--- config.mk ---
export PLATFORM = sky130hd
export DESIGN_NAME = fgp_regs
export DESIGN_NICKNAME = d
export VERILOG_FILES = /design/src/rtl/fgp_pkg.sv /design/src/rtl/fgp_meas_if.sv /design/src/rtl/fgp_meas_hold.sv /design/src/rtl/fgp_regs.sv
export VERILOG_INCLUDE_DIRS = /design/src /design/src/rtl
export SDC_FILE = /design/constraint.sdc
export NUM_CORES = 1
export LEC_CHECK = 0
export BUFFER_PORTS_ARGS = -buffer_cell sky130_fd_sc_hd__buf_2
export CORE_MARGIN = 2
export CORE_UTILIZATION = 54
export CTS_CLUSTER_DIAMETER = 60
export DETAILED_ROUTE_END_ITERATION = 6
export PLACE_DENSITY = 0.82
export SLEW_MARGIN = 5
export SYNTH_ARGS = -nofsm -noshare
export SYNTH_HDL_FRONTEND = slang
export SYNTH_SLANG_ARGS = --single-unit
--- constraint.sdc ---
create_clock -name clock -period 1.9 [get_ports clock]
set_input_delay 0.19 -clock clock [delete_from_list [all_inputs] [get_ports clock]]
set_output_delay 0.19 -clock clock [all_outputs]
set_load 0.01 [all_outputs]
--- src/rtl/fgp_defs.svh ---
/*
 * Fuel gauge parameter bank: register offsets, field positions, reset
 * values and limits as macros.
 * Assumes: included by bare name from the package and modules.
 */
`ifndef FGP_DEFS_SVH
`define FGP_DEFS_SVH

// ****************************************************************
// register offsets
// ****************************************************************
`define FGP_OFS_RES_10C       8'h1A
`define FGP_OFS_RES_20C       8'h1B
`define FGP_OFS_RES_30C       8'h1C
`define FGP_OFS_RES_40C       8'h1D
`define FGP_OFS_RES_60C       8'h1E
`define FGP_OFS_RES_COEFF     8'h1F
`define FGP_OFS_TEMP_CTRL     8'h20
`define FGP_OFS_CHARGE_LEVEL  8'h21
`define FGP_OFS_VOLT_HIGH     8'h22
`define FGP_OFS_VOLT_LOW      8'h23
`define FGP_OFS_CHARGE_RESET  8'h25

// ****************************************************************
// field positions
// ****************************************************************
`define FGP_RATIO_MSB         5
`define FGP_RATIO_LSB         4
`define FGP_CHGC_MSB          3
`define FGP_CHGC_LSB          0
`define FGP_TSRC_BIT          6
`define FGP_TVAL_MSB          5
`define FGP_TVAL_LSB          0
`define FGP_LEVEL_MSB         6
`define FGP_VHI_MSB           12
`define FGP_VHI_LSB           5
`define FGP_VLO_MSB           4
`define FGP_VLO_POS           3
`define FGP_CLR_BIT           7

// ****************************************************************
// reset values and limits
// ****************************************************************
`define FGP_RES_RST           8'h3F
`define FGP_RATIO_RST         2'h0
`define FGP_CHGC_RST          4'h8
`define FGP_TSRC_RST          1'h0
`define FGP_TVAL_RST          6'h1B
`define FGP_LEVEL_MAX         7'h64
`define FGP_NUM_RES           5
`define FGP_RES_LSB_MOHM      32

`endif

--- src/rtl/fgp_pkg.sv ---
/*
 * Fuel gauge parameter bank: shared types.
 * Assumes: fgp_defs.svh is on the include path.
 */
`default_nettype none
`include "fgp_defs.svh"

package fgp_pkg;

	// one 8-bit resistance code, 32 mohm per step
	typedef logic [7:0] fgp_res_t;

	// five temperature points, index 0 is 10 degC
	typedef fgp_res_t [`FGP_NUM_RES-1:0] fgp_res_arr_t;

	// low-charge ratio encodings
	typedef enum logic [1:0] {
		FGP_RATIO_X1,
		FGP_RATIO_X2,
		FGP_RATIO_X4,
		FGP_RATIO_X8
	} fgp_ratio_t;

	typedef logic [5:0]  fgp_temp_t;
	typedef logic [6:0]  fgp_level_t;
	typedef logic [12:0] fgp_volt_t;

endpackage : fgp_pkg

`default_nettype wire

--- src/rtl/fgp_meas_if.sv ---
/*
 * Interface between the register bank and the measurement holder.
 * Assumes: one clock; all signals are synchronous to it.
 */
`timescale 1ns/10ps
`default_nettype none

interface fgp_meas_if;
	import fgp_pkg::*;

	logic       upd;     // new measurement strobe
	logic       clear;   // host clear strobe
	fgp_level_t lvl_in;
	fgp_volt_t  volt_in;
	fgp_level_t lvl;
	fgp_volt_t  volt;

	modport bank (output upd, clear, lvl_in, volt_in, input lvl, volt);
	modport hold (input upd, clear, lvl_in, volt_in, output lvl, volt);
endinterface : fgp_meas_if

`default_nettype wire

--- src/rtl/fgp_meas_hold.sv ---
/*
 * Holds the charge level and the 13-bit voltage result as one unit.
 * Assumes: gauge core strobes upd with valid data; same clock as bank.
 */
`timescale 1ns/10ps
`default_nettype none
`include "fgp_defs.svh"

module fgp_meas_hold (
	// clock and reset
	input  wire logic    clock,
	input  wire logic    nrst,
	// link to the bank
	fgp_meas_if.hold     mif
);
	import fgp_pkg::*;

	typedef struct packed {
		fgp_level_t lvl;
		fgp_volt_t  volt;
	} fgp_hold_st_t;

	fgp_hold_st_t st_ff;
	fgp_hold_st_t nxt_st;

	// ****************************************************************
	// update / clear
	// ****************************************************************
	// a measurement in the clear cycle wins so no result is lost
	always_comb begin
		nxt_st = st_ff;
		if (mif.clear) begin
			nxt_st = '0;
		end
		if (mif.upd) begin
			// both voltage halves move in one edge
			nxt_st.volt = mif.volt_in;
			if (mif.lvl_in > `FGP_LEVEL_MAX) begin
				nxt_st.lvl = `FGP_LEVEL_MAX;
			end else begin
				nxt_st.lvl = mif.lvl_in;
			end
		end
	end

	always_ff @(posedge clock or negedge nrst) begin
		if (!nrst) begin
			st_ff <= '0;
		end else begin
			st_ff <= nxt_st;
		end
	end

	assign mif.lvl  = st_ff.lvl;
	assign mif.volt = st_ff.volt;

endmodule : fgp_meas_hold

`default_nettype wire

--- src/rtl/fgp_regs.sv ---
/*
 * Fuel gauge parameter register bank, reached through the register
 * port of the serial host interface engine.
 * Assumes: the engine and the gauge core run on the same clock; the
 * engine gives one-cycle read and write strobes with an 8-bit address.
 */
`timescale 1ns/10ps
`default_nettype none
`include "fgp_defs.svh"

module fgp_regs (
	// clock and reset
	input  wire logic               clock,
	input  wire logic               nrst,
	// register port from the host interface engine
	input  wire logic [7:0]         reg_addr,
	input  wire logic               reg_wr,
	input  wire logic [7:0]         reg_wdata,
	input  wire logic               reg_rd,
	output var  logic [7:0]         reg_rdata,
	output var  logic               reg_rvalid,
	// results from the gauge core
	input  wire logic               meas_upd,
	input  wire fgp_pkg::fgp_level_t meas_level,
	input  wire fgp_pkg::fgp_volt_t meas_volt,
	// temperature from the thermistor converter
	input  wire fgp_pkg::fgp_temp_t thermistor_input,
	// parameters to the gauge core
	output var  fgp_pkg::fgp_res_arr_t resistance_points,
	output var  fgp_pkg::fgp_ratio_t low_charge_resistance_ratio,
	output var  logic [3:0]         charging_resistance_coeff,
	output var  logic               temperature_source_select,
	output var  fgp_pkg::fgp_temp_t host_temperature_value,
	output var  fgp_pkg::fgp_temp_t battery_temperature
);
	import fgp_pkg::*;

	// ****************************************************************
	// state
	// ****************************************************************
	typedef struct packed {
		fgp_res_arr_t res;
		fgp_ratio_t   ratio;
		logic [3:0]   chg_coeff;
		logic         temp_src;
		fgp_temp_t    temp_val;
		fgp_temp_t    eff_temp;
		logic [7:0]   rdata;
		logic         rvalid;
		logic         clr;
		logic [4:0]   vlo_shadow;
		logic         shadow_ok;
	} fgp_bank_st_t;

	fgp_bank_st_t st_ff;
	fgp_bank_st_t nxt_st;

	fgp_meas_if   mif ();

	// ****************************************************************
	// decode helpers
	// ****************************************************************
	// true when the address hits one of the five resistance points
	function automatic logic fgp_is_res(input logic [7:0] a);
		fgp_is_res = (a >= `FGP_OFS_RES_10C) && (a <= `FGP_OFS_RES_60C);
	endfunction : fgp_is_res

	// point index 0..4 from a resistance address
	function automatic logic [2:0] fgp_res_idx(input logic [7:0] a);
		logic [7:0] d;
		d = a - `FGP_OFS_RES_10C;
		fgp_res_idx = d[2:0];
	endfunction : fgp_res_idx

	// low byte layout: measurement bits in 7:3, zeros below
	function automatic logic [7:0] fgp_lo_byte(input logic [4:0] v);
		fgp_lo_byte = {v, 3'h0};
	endfunction : fgp_lo_byte

	// ****************************************************************
	// next state
	// ****************************************************************
	always_comb begin
		nxt_st        = st_ff;
		nxt_st.rvalid = 1'b0;
		nxt_st.clr    = 1'b0;

		// host writes; read-only and unmapped offsets drop the data
		if (reg_wr) begin
			if (fgp_is_res(reg_addr)) begin
				nxt_st.res[fgp_res_idx(reg_addr)] = reg_wdata;
			end
			case (reg_addr)
				`FGP_OFS_RES_COEFF: begin
					// bits 7:6 unused, not stored
					nxt_st.ratio = fgp_ratio_t'(
						reg_wdata[`FGP_RATIO_MSB:`FGP_RATIO_LSB]);
					nxt_st.chg_coeff =
						reg_wdata[`FGP_CHGC_MSB:`FGP_CHGC_LSB];
				end
				`FGP_OFS_TEMP_CTRL: begin
					nxt_st.temp_src = reg_wdata[`FGP_TSRC_BIT];
					nxt_st.temp_val =
						reg_wdata[`FGP_TVAL_MSB:`FGP_TVAL_LSB];
				end
				`FGP_OFS_CHARGE_RESET: begin
					// one-cycle clear towards the result holder
					nxt_st.clr = reg_wdata[`FGP_CLR_BIT];
				end
				default: begin
					// results at 0x21..0x23 are not writable
				end
			endcase
		end

		// a clear drops any pending snapshot; a high read in the same
		// cycle still takes its snapshot, so the set wins over the clear
		if (st_ff.clr) begin
			nxt_st.vlo_shadow = 5'h00;
			nxt_st.shadow_ok  = 1'b0;
		end

		// host reads; answer registered, one cycle after the strobe
		if (reg_rd) begin
			nxt_st.rvalid = 1'b1;
			nxt_st.rdata  = 8'h00;
			if (fgp_is_res(reg_addr)) begin
				nxt_st.rdata = st_ff.res[fgp_res_idx(reg_addr)];
			end
			case (reg_addr)
				`FGP_OFS_RES_COEFF: begin
					nxt_st.rdata = {2'h0, st_ff.ratio, st_ff.chg_coeff};
				end
				`FGP_OFS_TEMP_CTRL: begin
					nxt_st.rdata = {1'b0, st_ff.temp_src, st_ff.temp_val};
				end
				`FGP_OFS_CHARGE_LEVEL: begin
					nxt_st.rdata = {1'b0, mif.lvl};
				end
				`FGP_OFS_VOLT_HIGH: begin
					// snapshot the low half so a following low read
					// matches this high byte even if a result lands
					nxt_st.rdata =
						mif.volt[`FGP_VHI_MSB:`FGP_VHI_LSB];
					nxt_st.vlo_shadow = mif.volt[`FGP_VLO_MSB:0];
					nxt_st.shadow_ok  = 1'b1;
				end
				`FGP_OFS_VOLT_LOW: begin
					if (st_ff.shadow_ok) begin
						nxt_st.rdata = fgp_lo_byte(st_ff.vlo_shadow);
					end else begin
						nxt_st.rdata =
							fgp_lo_byte(mif.volt[`FGP_VLO_MSB:0]);
					end
					nxt_st.shadow_ok = 1'b0;
				end
				default: begin
					// clear register and unmapped offsets read zero
				end
			endcase
		end

		// temperature handed to the core, picked by the source bit
		if (st_ff.temp_src) begin
			nxt_st.eff_temp = st_ff.temp_val;
		end else begin
			nxt_st.eff_temp = thermistor_input;
		end
	end

	// ****************************************************************
	// state register
	// ****************************************************************
	// results hold no documented reset; the holder zeroes them anyway
	always_ff @(posedge clock or negedge nrst) begin
		if (!nrst) begin
			st_ff            <= '0;
			st_ff.res        <= {`FGP_NUM_RES{`FGP_RES_RST}};
			st_ff.ratio      <= fgp_ratio_t'(`FGP_RATIO_RST);
			st_ff.chg_coeff  <= `FGP_CHGC_RST;
			st_ff.temp_src   <= `FGP_TSRC_RST;
			st_ff.temp_val   <= `FGP_TVAL_RST;
		end else begin
			st_ff <= nxt_st;
		end
	end

	// ****************************************************************
	// result holder
	// ****************************************************************
	// gauge core data goes straight in; the holder clamps the level
	assign mif.upd     = meas_upd;
	assign mif.clear   = st_ff.clr;
	assign mif.lvl_in  = meas_level;
	assign mif.volt_in = meas_volt;

	fgp_meas_hold u_hold (
		.clock (clock),
		.nrst  (nrst),
		.mif   (mif.hold)
	);

	// ****************************************************************
	// outputs, all from flip-flops
	// ****************************************************************
	assign reg_rdata                   = st_ff.rdata;
	assign reg_rvalid                  = st_ff.rvalid;
	assign resistance_points           = st_ff.res;
	assign low_charge_resistance_ratio = st_ff.ratio;
	assign charging_resistance_coeff   = st_ff.chg_coeff;
	assign temperature_source_select   = st_ff.temp_src;
	assign host_temperature_value      = st_ff.temp_val;
	assign battery_temperature         = st_ff.eff_temp;

endmodule : fgp_regs

`default_nettype wire

==> impl_results.md, run 1 <==
* Clock transition at path regs at 0.10 ns
* Latest clock arrival within the worst-skew pair at 0.37 ns
* Max-Cap Viols at 0
* Most frequent cells in the layout: 113 x buf_2, 65 x mux2_2, 60 x dfrtp_1, 35 x dfstp_2, 30 x o21ai_0
* WS Path Type: in -> reg
* Drt pass-1 iters at 4
* Starting Density at between 50% and 60%
* Clock power share at about a third
* Top cell type's share of synthesized area at approximately 30%
* Syn_nets at between 400 and 500
* Post-route insts no fill at 622
* WL/cell at 18.5 um
* Vias per cell at roughly 5.6
* Crit-path cells: buf_2, or4_4, or3_1, nor3b_4, buf_12, mux2_2
* Static leakage at 2.70 nW
* Critical Path RT at 2.16 ns
* Cell Area, Placed at 5370 sq um
* Overflow left after global routing at 0
* P_sw at 0.00116 W
* Run status: finished, final reports clean
* Crit Path Max Fanout at 8
* Setup Skew at 0.0160 ns
* ANT nets after route at 0
* Detailed-route wire length at 11,500 um
* Setup bufs post-CTS at 0
* Min-delay worst type: in -> reg
* Post-synth EDFFs at 0
* Top cell type by total area after synthesis: dfrtp_1
* Nets at 556
* Internal at 0.00291 W
* Switch share at 28.5%
* Cell row count at 35
* Buf+Inv Stages, Crit Path at 2
* Period utilization at 92.5%
* DP HPWL at 8440 um
* Inserted Diodes at 0
* Drt drc at 0
* CTS buffer count at 9
* Synth Cell Area at 4980 sq um
* Root Buffer: clkbuf_8
* Final GP Congestion at 0.902
* Final instance area at 5570 sq um
* Area grow syn2layout at 11.9%
* Peak supply drop at between 0.3 and 0.4 mV
* # setup viols final at 0
* Cells after Synth at 440
* Slew HR at 58.3%
* Setup crit end kind: register
* Cell Pwr Density at 731 nW/um^2
* First-pass GRT wire length at 18,000 um
* Io pins at 115
* Most common cell after layout, fill and taps aside: buf_2
* Synth warnings at 0
* Top FF cell, synth: dfrtp_1
* Fmax at 569 MHz
* Final Max Tran Viols at 0
* Total placed cells including tap cells at 605
* Core area at 9110 sq um
* Number of antenna violations at the first check in global routing at 0
* Slowest stage delay, CP at 0.56 ns
* Largest net degree at the start of global routing at 46
* Die height at 100 um
* CP delay by family, top: simple AND/OR/NAND/NOR gates
* Overall Global Routing Usage at 23.4%
* Vias in the first global route at 3,533
* Crit path time final at 1.76 ns
* Critical Path AT at roughly 2.0 ns
* Unrepaired setup endpoints after global routing: false
* Worst-margin pin slew at 0.624 ns
* Final TNS setup at 0 ns
* H-Tree Depth at 3
* First DRT Iteration DRCs at around 220
* Layout cells sized above 1 at 52.3%
* Worst Setup Start Kind: input port
* Clk buf depth at 2
* Resized Gates After CTS at 0
* Die width at 100 um
* Port Buffer Count at 114
* CTS tree: yes
* Combinational share of power at 13.2%
* Sink Count at 95
* CP max-delay cell: or4_4
* Tot Pwr at 0.00407 W
* Hold Violations, Final at 0
* Mapped Avg Cell Area at about 11 sq um
* Count of cell types in the netlist at 37
* Min Hold Slack at 0.0331 ns
* Sequential Power Share at 55.0%
* Register area share after synthesis at 48.7%
* Full die area at around 10000 sq um
* Via Count at 3,511
* Async S/R FF share, synth at between 90% and 100%
* Main area contributors after synthesis: dfrtp_1 30%, dfstp_2 18%, mux2_2 15%, buf_4 10%, mux2i_1 3.4%
* #FFs+latches synth at 95
==> metal layers <==
metal  vias up  GRT usage (%)  part of all wire [%]  routed length, um
met5         -              0                     0                  0
met4         0           8.43                   2.1                239
met3        20           5.57                   7.2                830
met2       151           37.2                    47               5430
met1      1721           31.7                    44               5030
li1       1619              -                     -                  -
==> power groups by stage <==
stage	clock network, W	registers, W	logic (W)
CTS	0.00131	0.00224	0.000540
global placement	0	0.00227	0.000517
global route	0.00138	0.00225	0.000590
floorplan	0	0.00224	0.000365
detailed placement	0	0.00228	0.000535
finish	0.00129	0.00224	0.000538
==> worst register-to-register path, delay by kind of cell (launching register included) <==
kind / cells / cell delay [ns]
AO/OA/AOI/OAI: 2 / 0.27
multiplexers: 2 / 0.83
flip-flops: 1 / 0.37
==> final cells by class <==
type / instances / area [sq um]
Clock buffer: 9 / 124
Clock inverter: 7 / 61.3
Fill cell: 734 / 3540
Inverter: 4 / 16.3
Multi-Input combinational cell: 253 / 1960
Sequential cell: 95 / 2420
Tap cell: 111 / 139
Timing Repair Buffer: 143 / 843
==> flip-flops by register name (all words and copies together) (netlist names) <==
register,count
battery_temperature,6
charging_resistance_coeff,4
host_temperature_value,6
low_charge_resistance_ratio,2
mif.clear,1
reg_rdata,8
reg_rvalid,1
resistance_points,40
st_ff,6
temperature_source_select,1
u_hold.mif.lvl,7
u_hold.mif.volt,13
==> per-stage QoR <==
step           utilization (%)  worst slack (ns)
6_report                  61.1             0.143
5_1_grt                   61.1             0.107
4_1_cts                   61.1             0.150
3_5_place_dp              59.0            -0.250
3_3_place_gp              59.0            -0.224
2_1_floorplan                -            -0.106
==> path summary, 6_finish.rpt <==
check / end / slack (ns) / from / cells past startpoint
max: resistance_points[7] / 0.14 / reg_addr[6] / 6
min: u_hold.mif.volt[4] / 0.03 / meas_volt[4] / 3
max reg2reg: reg_rdata[6] / 0.33 / st_ff[0] / 4
min reg2reg: u_hold.mif.lvl[2] / 0.49 / u_hold.mif.lvl[2] / 2
max in group asynchronous: resistance_points[19] / 0.92 / nrst / 3
min in group asynchronous: resistance_points[30] / 0.30 / nrst / 2
==> synthesized netlist by cell type (all sizes together) (2+ instances only) <==
cell type and count:
a22o 12, buf 71, nand3b 4, a22oi 7
a31oi 6, nor2 18, nand3 7, nor2b 4
or4 2, inv 3, mux4 2, dfstp 35
or3 2, nor3b 2, ha 3, nand2b 16
dfrtp 60, a221o 3, mux2i 17, nand2 26
a21oi 6, and2 2, o21ai 30, and3 2
nor3 9, clkbuf 17, mux2 67
==> repair_timing <==
item / CTS / global route
hold buffers: 1 / 0
endpoints found under the hold margin: 15 / 0
endpoints found under the setup margin: 0 / 0
==> kinds of logic (layout without fill, tap and decap cells) <==
logic type      count (synthesis)  after routing  synth area share, %
buf+inv                        92            163                 12.0
flops                          95             95                 48.7
compound gates                 69             69                 8.95
fa+ha+maj                       3              3                0.754
mux                            86             86                 19.5
simple gates                   95             95                 10.1
Note: power is estimated with default switching activity, not from simulation.
==> inputs of run 2 (changes only) <==
- ABC_AREA: unset -> 1
- ABC_CLOCK_PERIOD_IN_PS: unset -> 1900
- CORE_UTILIZATION: 54 -> 55
- GPL_TIMING_DRIVEN: unset -> 0
- PLACE_DENSITY: 0.82 -> 0.83
==> impl_results.md, run 2 <==
* Clock transition at path regs at 0.09 ns
* Min-delay worst type: in -> reg
* Latest clock arrival within the worst-skew pair at between 0.3 and 0.4 ns
* ANT nets after route at 0
* Root Buffer: clkbuf_8
* Buf+Inv Stages, Crit Path at 4
* Cell row count at 35
* Total placed cells including tap cells at 912
* P_sw at about 0.0012 W
* Combinational share of power at 15.6%
* Synth Cell Area at approximately 5300 sq um
* Cell with the most instances after synthesis: nand2_1
* Area grow syn2layout at 18.4%
* Worst-margin pin slew at 0.535 ns
* # setup viols final at 0
* Clk buf depth at 2
* Unrepaired setup endpoints after global routing: false
* Mapped Avg Cell Area at 7.89 sq um
* Slowest stage delay, CP at 0.53 ns
* Final Max Tran Viols at 0
* Max reg flops at 40
* CP max-delay cell: dlygate4sd3_1
* Setup Skew at 0.0107 ns
* Cell Pwr Density at about 670 nW/um^2
* Largest net degree at the start of global routing at 57
* Cell Area, Placed at 6030 sq um
* Crit path time final at about 1.5 ns
* CTS tree: yes
* Fmax at 668 MHz
* Count of cell types in the netlist at 29
* Io pins at 115
* Syn_nets at 718
* WL/cell at around 14 um
* H-Tree Depth at 3
* Via Count at 4,652
* Most common cell after layout, fill and taps aside: nand2_1
* # fillers at 838
* Critical Path RT at approximately 2.2 ns
* Max-Cap Viols at 0
* CTS buffer count at 9
* WHS Endpoint: u_hold.mif.volt[2]
* Crit Path Max Fanout at 10
* Internal at around 0.003 W
* Top cell type's share of synthesized area at approximately 28%
* Resized Gates After CTS at 0
* FF-to-FF Start: st_ff[0]
* Drt pass-1 iters at 5
* Port Buffer Count at roughly 110
* Vias per cell at ~5
* Vias in the first global route at 4,333
* Inserted Diodes at 0
* Worst R2R Path Depth at 8
* DP HPWL at 10,300 um
* Worst min-delay path startpoint: meas_volt[2]
* #FFs+latches synth at 95
* Core area at just over 9000 sq um
* Crit-path cells: dlygate4sd3_1, buf_2, clkbuf_1, clkbuf_1, nand3_1, nand3_1, nand2_1
* Switch share at 27.9%
* Layout cells sized above 1 at 33.7%
* Static leakage at 3.31 nW
* R2R Path End: reg_rdata[6]
* Main area contributors after synthesis: dfrtp_1 28%, dfstp_2 17%, nand2_1 14%, buf_4 9.5%, nand3_1 4.9%
* Hold Violations, Final at 0
* Synth warnings at 0
* Setup bufs post-CTS at 0
* Top FF cell, synth: dfrtp_1
* Clock power share at 31.3%
* WHS Path Cells at 3
* Final GP Congestion at 0.939
* Full die area at 10,400 sq um
* Setup crit end kind: register
* Min Hold Slack at 0.0339 ns
* Top cell type by total area after synthesis: dfrtp_1
* Critical Path AT at 1.74 ns
* Reg2Reg Setup Slack at 0.60 ns
* First DRT Iteration DRCs at 271
* Overflow left after global routing at 0
* Die width at 102 um
* Post-route insts no fill at 930
* Sequential Power Share at 53.2%
* Register area share after synthesis at 45.9%
* FF/Latch Area at 2420 sq um
* Nets at 846
* Footprint of the multi-input gates at 1980 sq um
* WS Path Type: in -> reg
* Synth cell count leaders: 199 x nand2_1, 67 x buf_4, 63 x inv_1, 60 x dfrtp_1, 59 x nor2_1
* Async S/R FF share, synth at 100%
* Final instance area at 6240 sq um
* Peak supply drop at 0.328 mV
* Starting Density at a little under three fifths
* Overall Global Routing Usage at roughly 27%
* Sink Count at 95
* Number of antenna violations at the first check in global routing at 0
* First-pass GRT wire length at 21,800 um
* Detailed-route wire length at 13,400 um
* Drt drc at 0
* Slew HR at 64.3%
* Post-synth EDFFs at 0
* Most frequent cells in the layout: 199 x nand2_1, 117 x buf_2, 68 x buf_4, 63 x inv_1, 60 x dfrtp_1
* Run status: finished, final reports clean
* Worst Setup Start Kind: input port
* Die height at 102 um
* Period utilization at about four fifths
* CP delay by family, top: buffers and inverters
* Cells after Synth at 668
## run 2: changes by cell type in the layout (fill, tap and decap cells not counted), sizes merged, moves of 12 or more
cell,change
a22o,-12
buf,+50
clkbuf,+12
inv,+57
mux2,-64
mux2i,-17
nand2,+174
nand2b,-16
nand3,+51
nor2,+47
o21ai,+41
## run 2: worst max path at each step
stage / startpoint / end / slack (ns) / depth (start not counted)
after floorplan: reg_addr[7] / resistance_points[7] / 0.51 / 9
after global placement: nrst / st_ff[1] / -0.16 / 1
after detailed placement: reg_addr[6] / host_temperature_value[2] / 0.11 / 10
after CTS: reg_rd / reg_rdata[7] / 0.40 / 7
after global routing: reg_rd / reg_rdata[7] / 0.24 / 7
final: reg_rd / st_ff[0] / 0.40 / 7
## run 2: metal layers
metal	up-vias	share of wire (%)	GRT usage, %
li1	2289	-	-
met1	2185	46	40.2
met2	165	47	43.0
met3	13	5.8	3.15
met4	0	1.3	8.21
met5	-	0	0
## run 2: worst min-delay path, cell delays in order
cell     delay [ns]
buf_2          0.07
nand2_1        0.04
o21ai_0        0.05
## run 2: power by group through the flow
| stage | clock network, W | logic (W) | registers, W |
|---|---|---|---|
| after floorplan | 0 | 0.000401 | 0.00223 |
| after global placement | 0 | 0.000617 | 0.00226 |
| after detailed placement | 0 | 0.000648 | 0.00226 |
| after CTS | 0.00133 | 0.000654 | 0.00223 |
| after global routing | 0.00142 | 0.000732 | 0.00224 |
| final | 0.00131 | 0.000651 | 0.00223 |
## run 2: cells by family after synthesis
family	after synthesis	share of synthesized area [%]
multiplexers	3	0.641
AO/OA/AOI/OAI	81	8.40
AND/OR/NAND/NOR	333	27.8
adder cells (fa/ha/maj)	3	0.712
flip-flops	95	45.9
buffers and inverters	153	16.5
## run 2: area by class of cell
| type | count | share of cell area (%) |
|---|---|---|
| clock buffer | 10 | 2.04 |
| tap | 129 | 2.59 |
| sequential | 95 | 38.8 |
| clock inverter | 6 | 0.982 |
| timing repair buffer | 117 | 9.94 |
| inverter | 65 | 3.95 |
| buffer | 88 | 10.0 |
| multi-input combinational | 420 | 31.7 |
## run 2: repair_timing
| action | 4_1_cts | 5_1_grt |
|---|---|---|
| hold buffers | 2 | 0 |
| hold endpoints to repair | 16 | 0 |
| setup endpoints to repair | 0 | 0 |
## run 2: stage by stage
step                      TNS, ns  util, %  setup slack (ns)  power (W)
after floorplan                 0        -             0.510    0.00263
after global placement      -9.21     64.7            -0.157    0.00287
after detailed placement        0     65.0             0.111    0.00291
after CTS                       0     67.3             0.404    0.00421
after global routing            0     67.3             0.236    0.00439
final                           0     67.3             0.404    0.00419
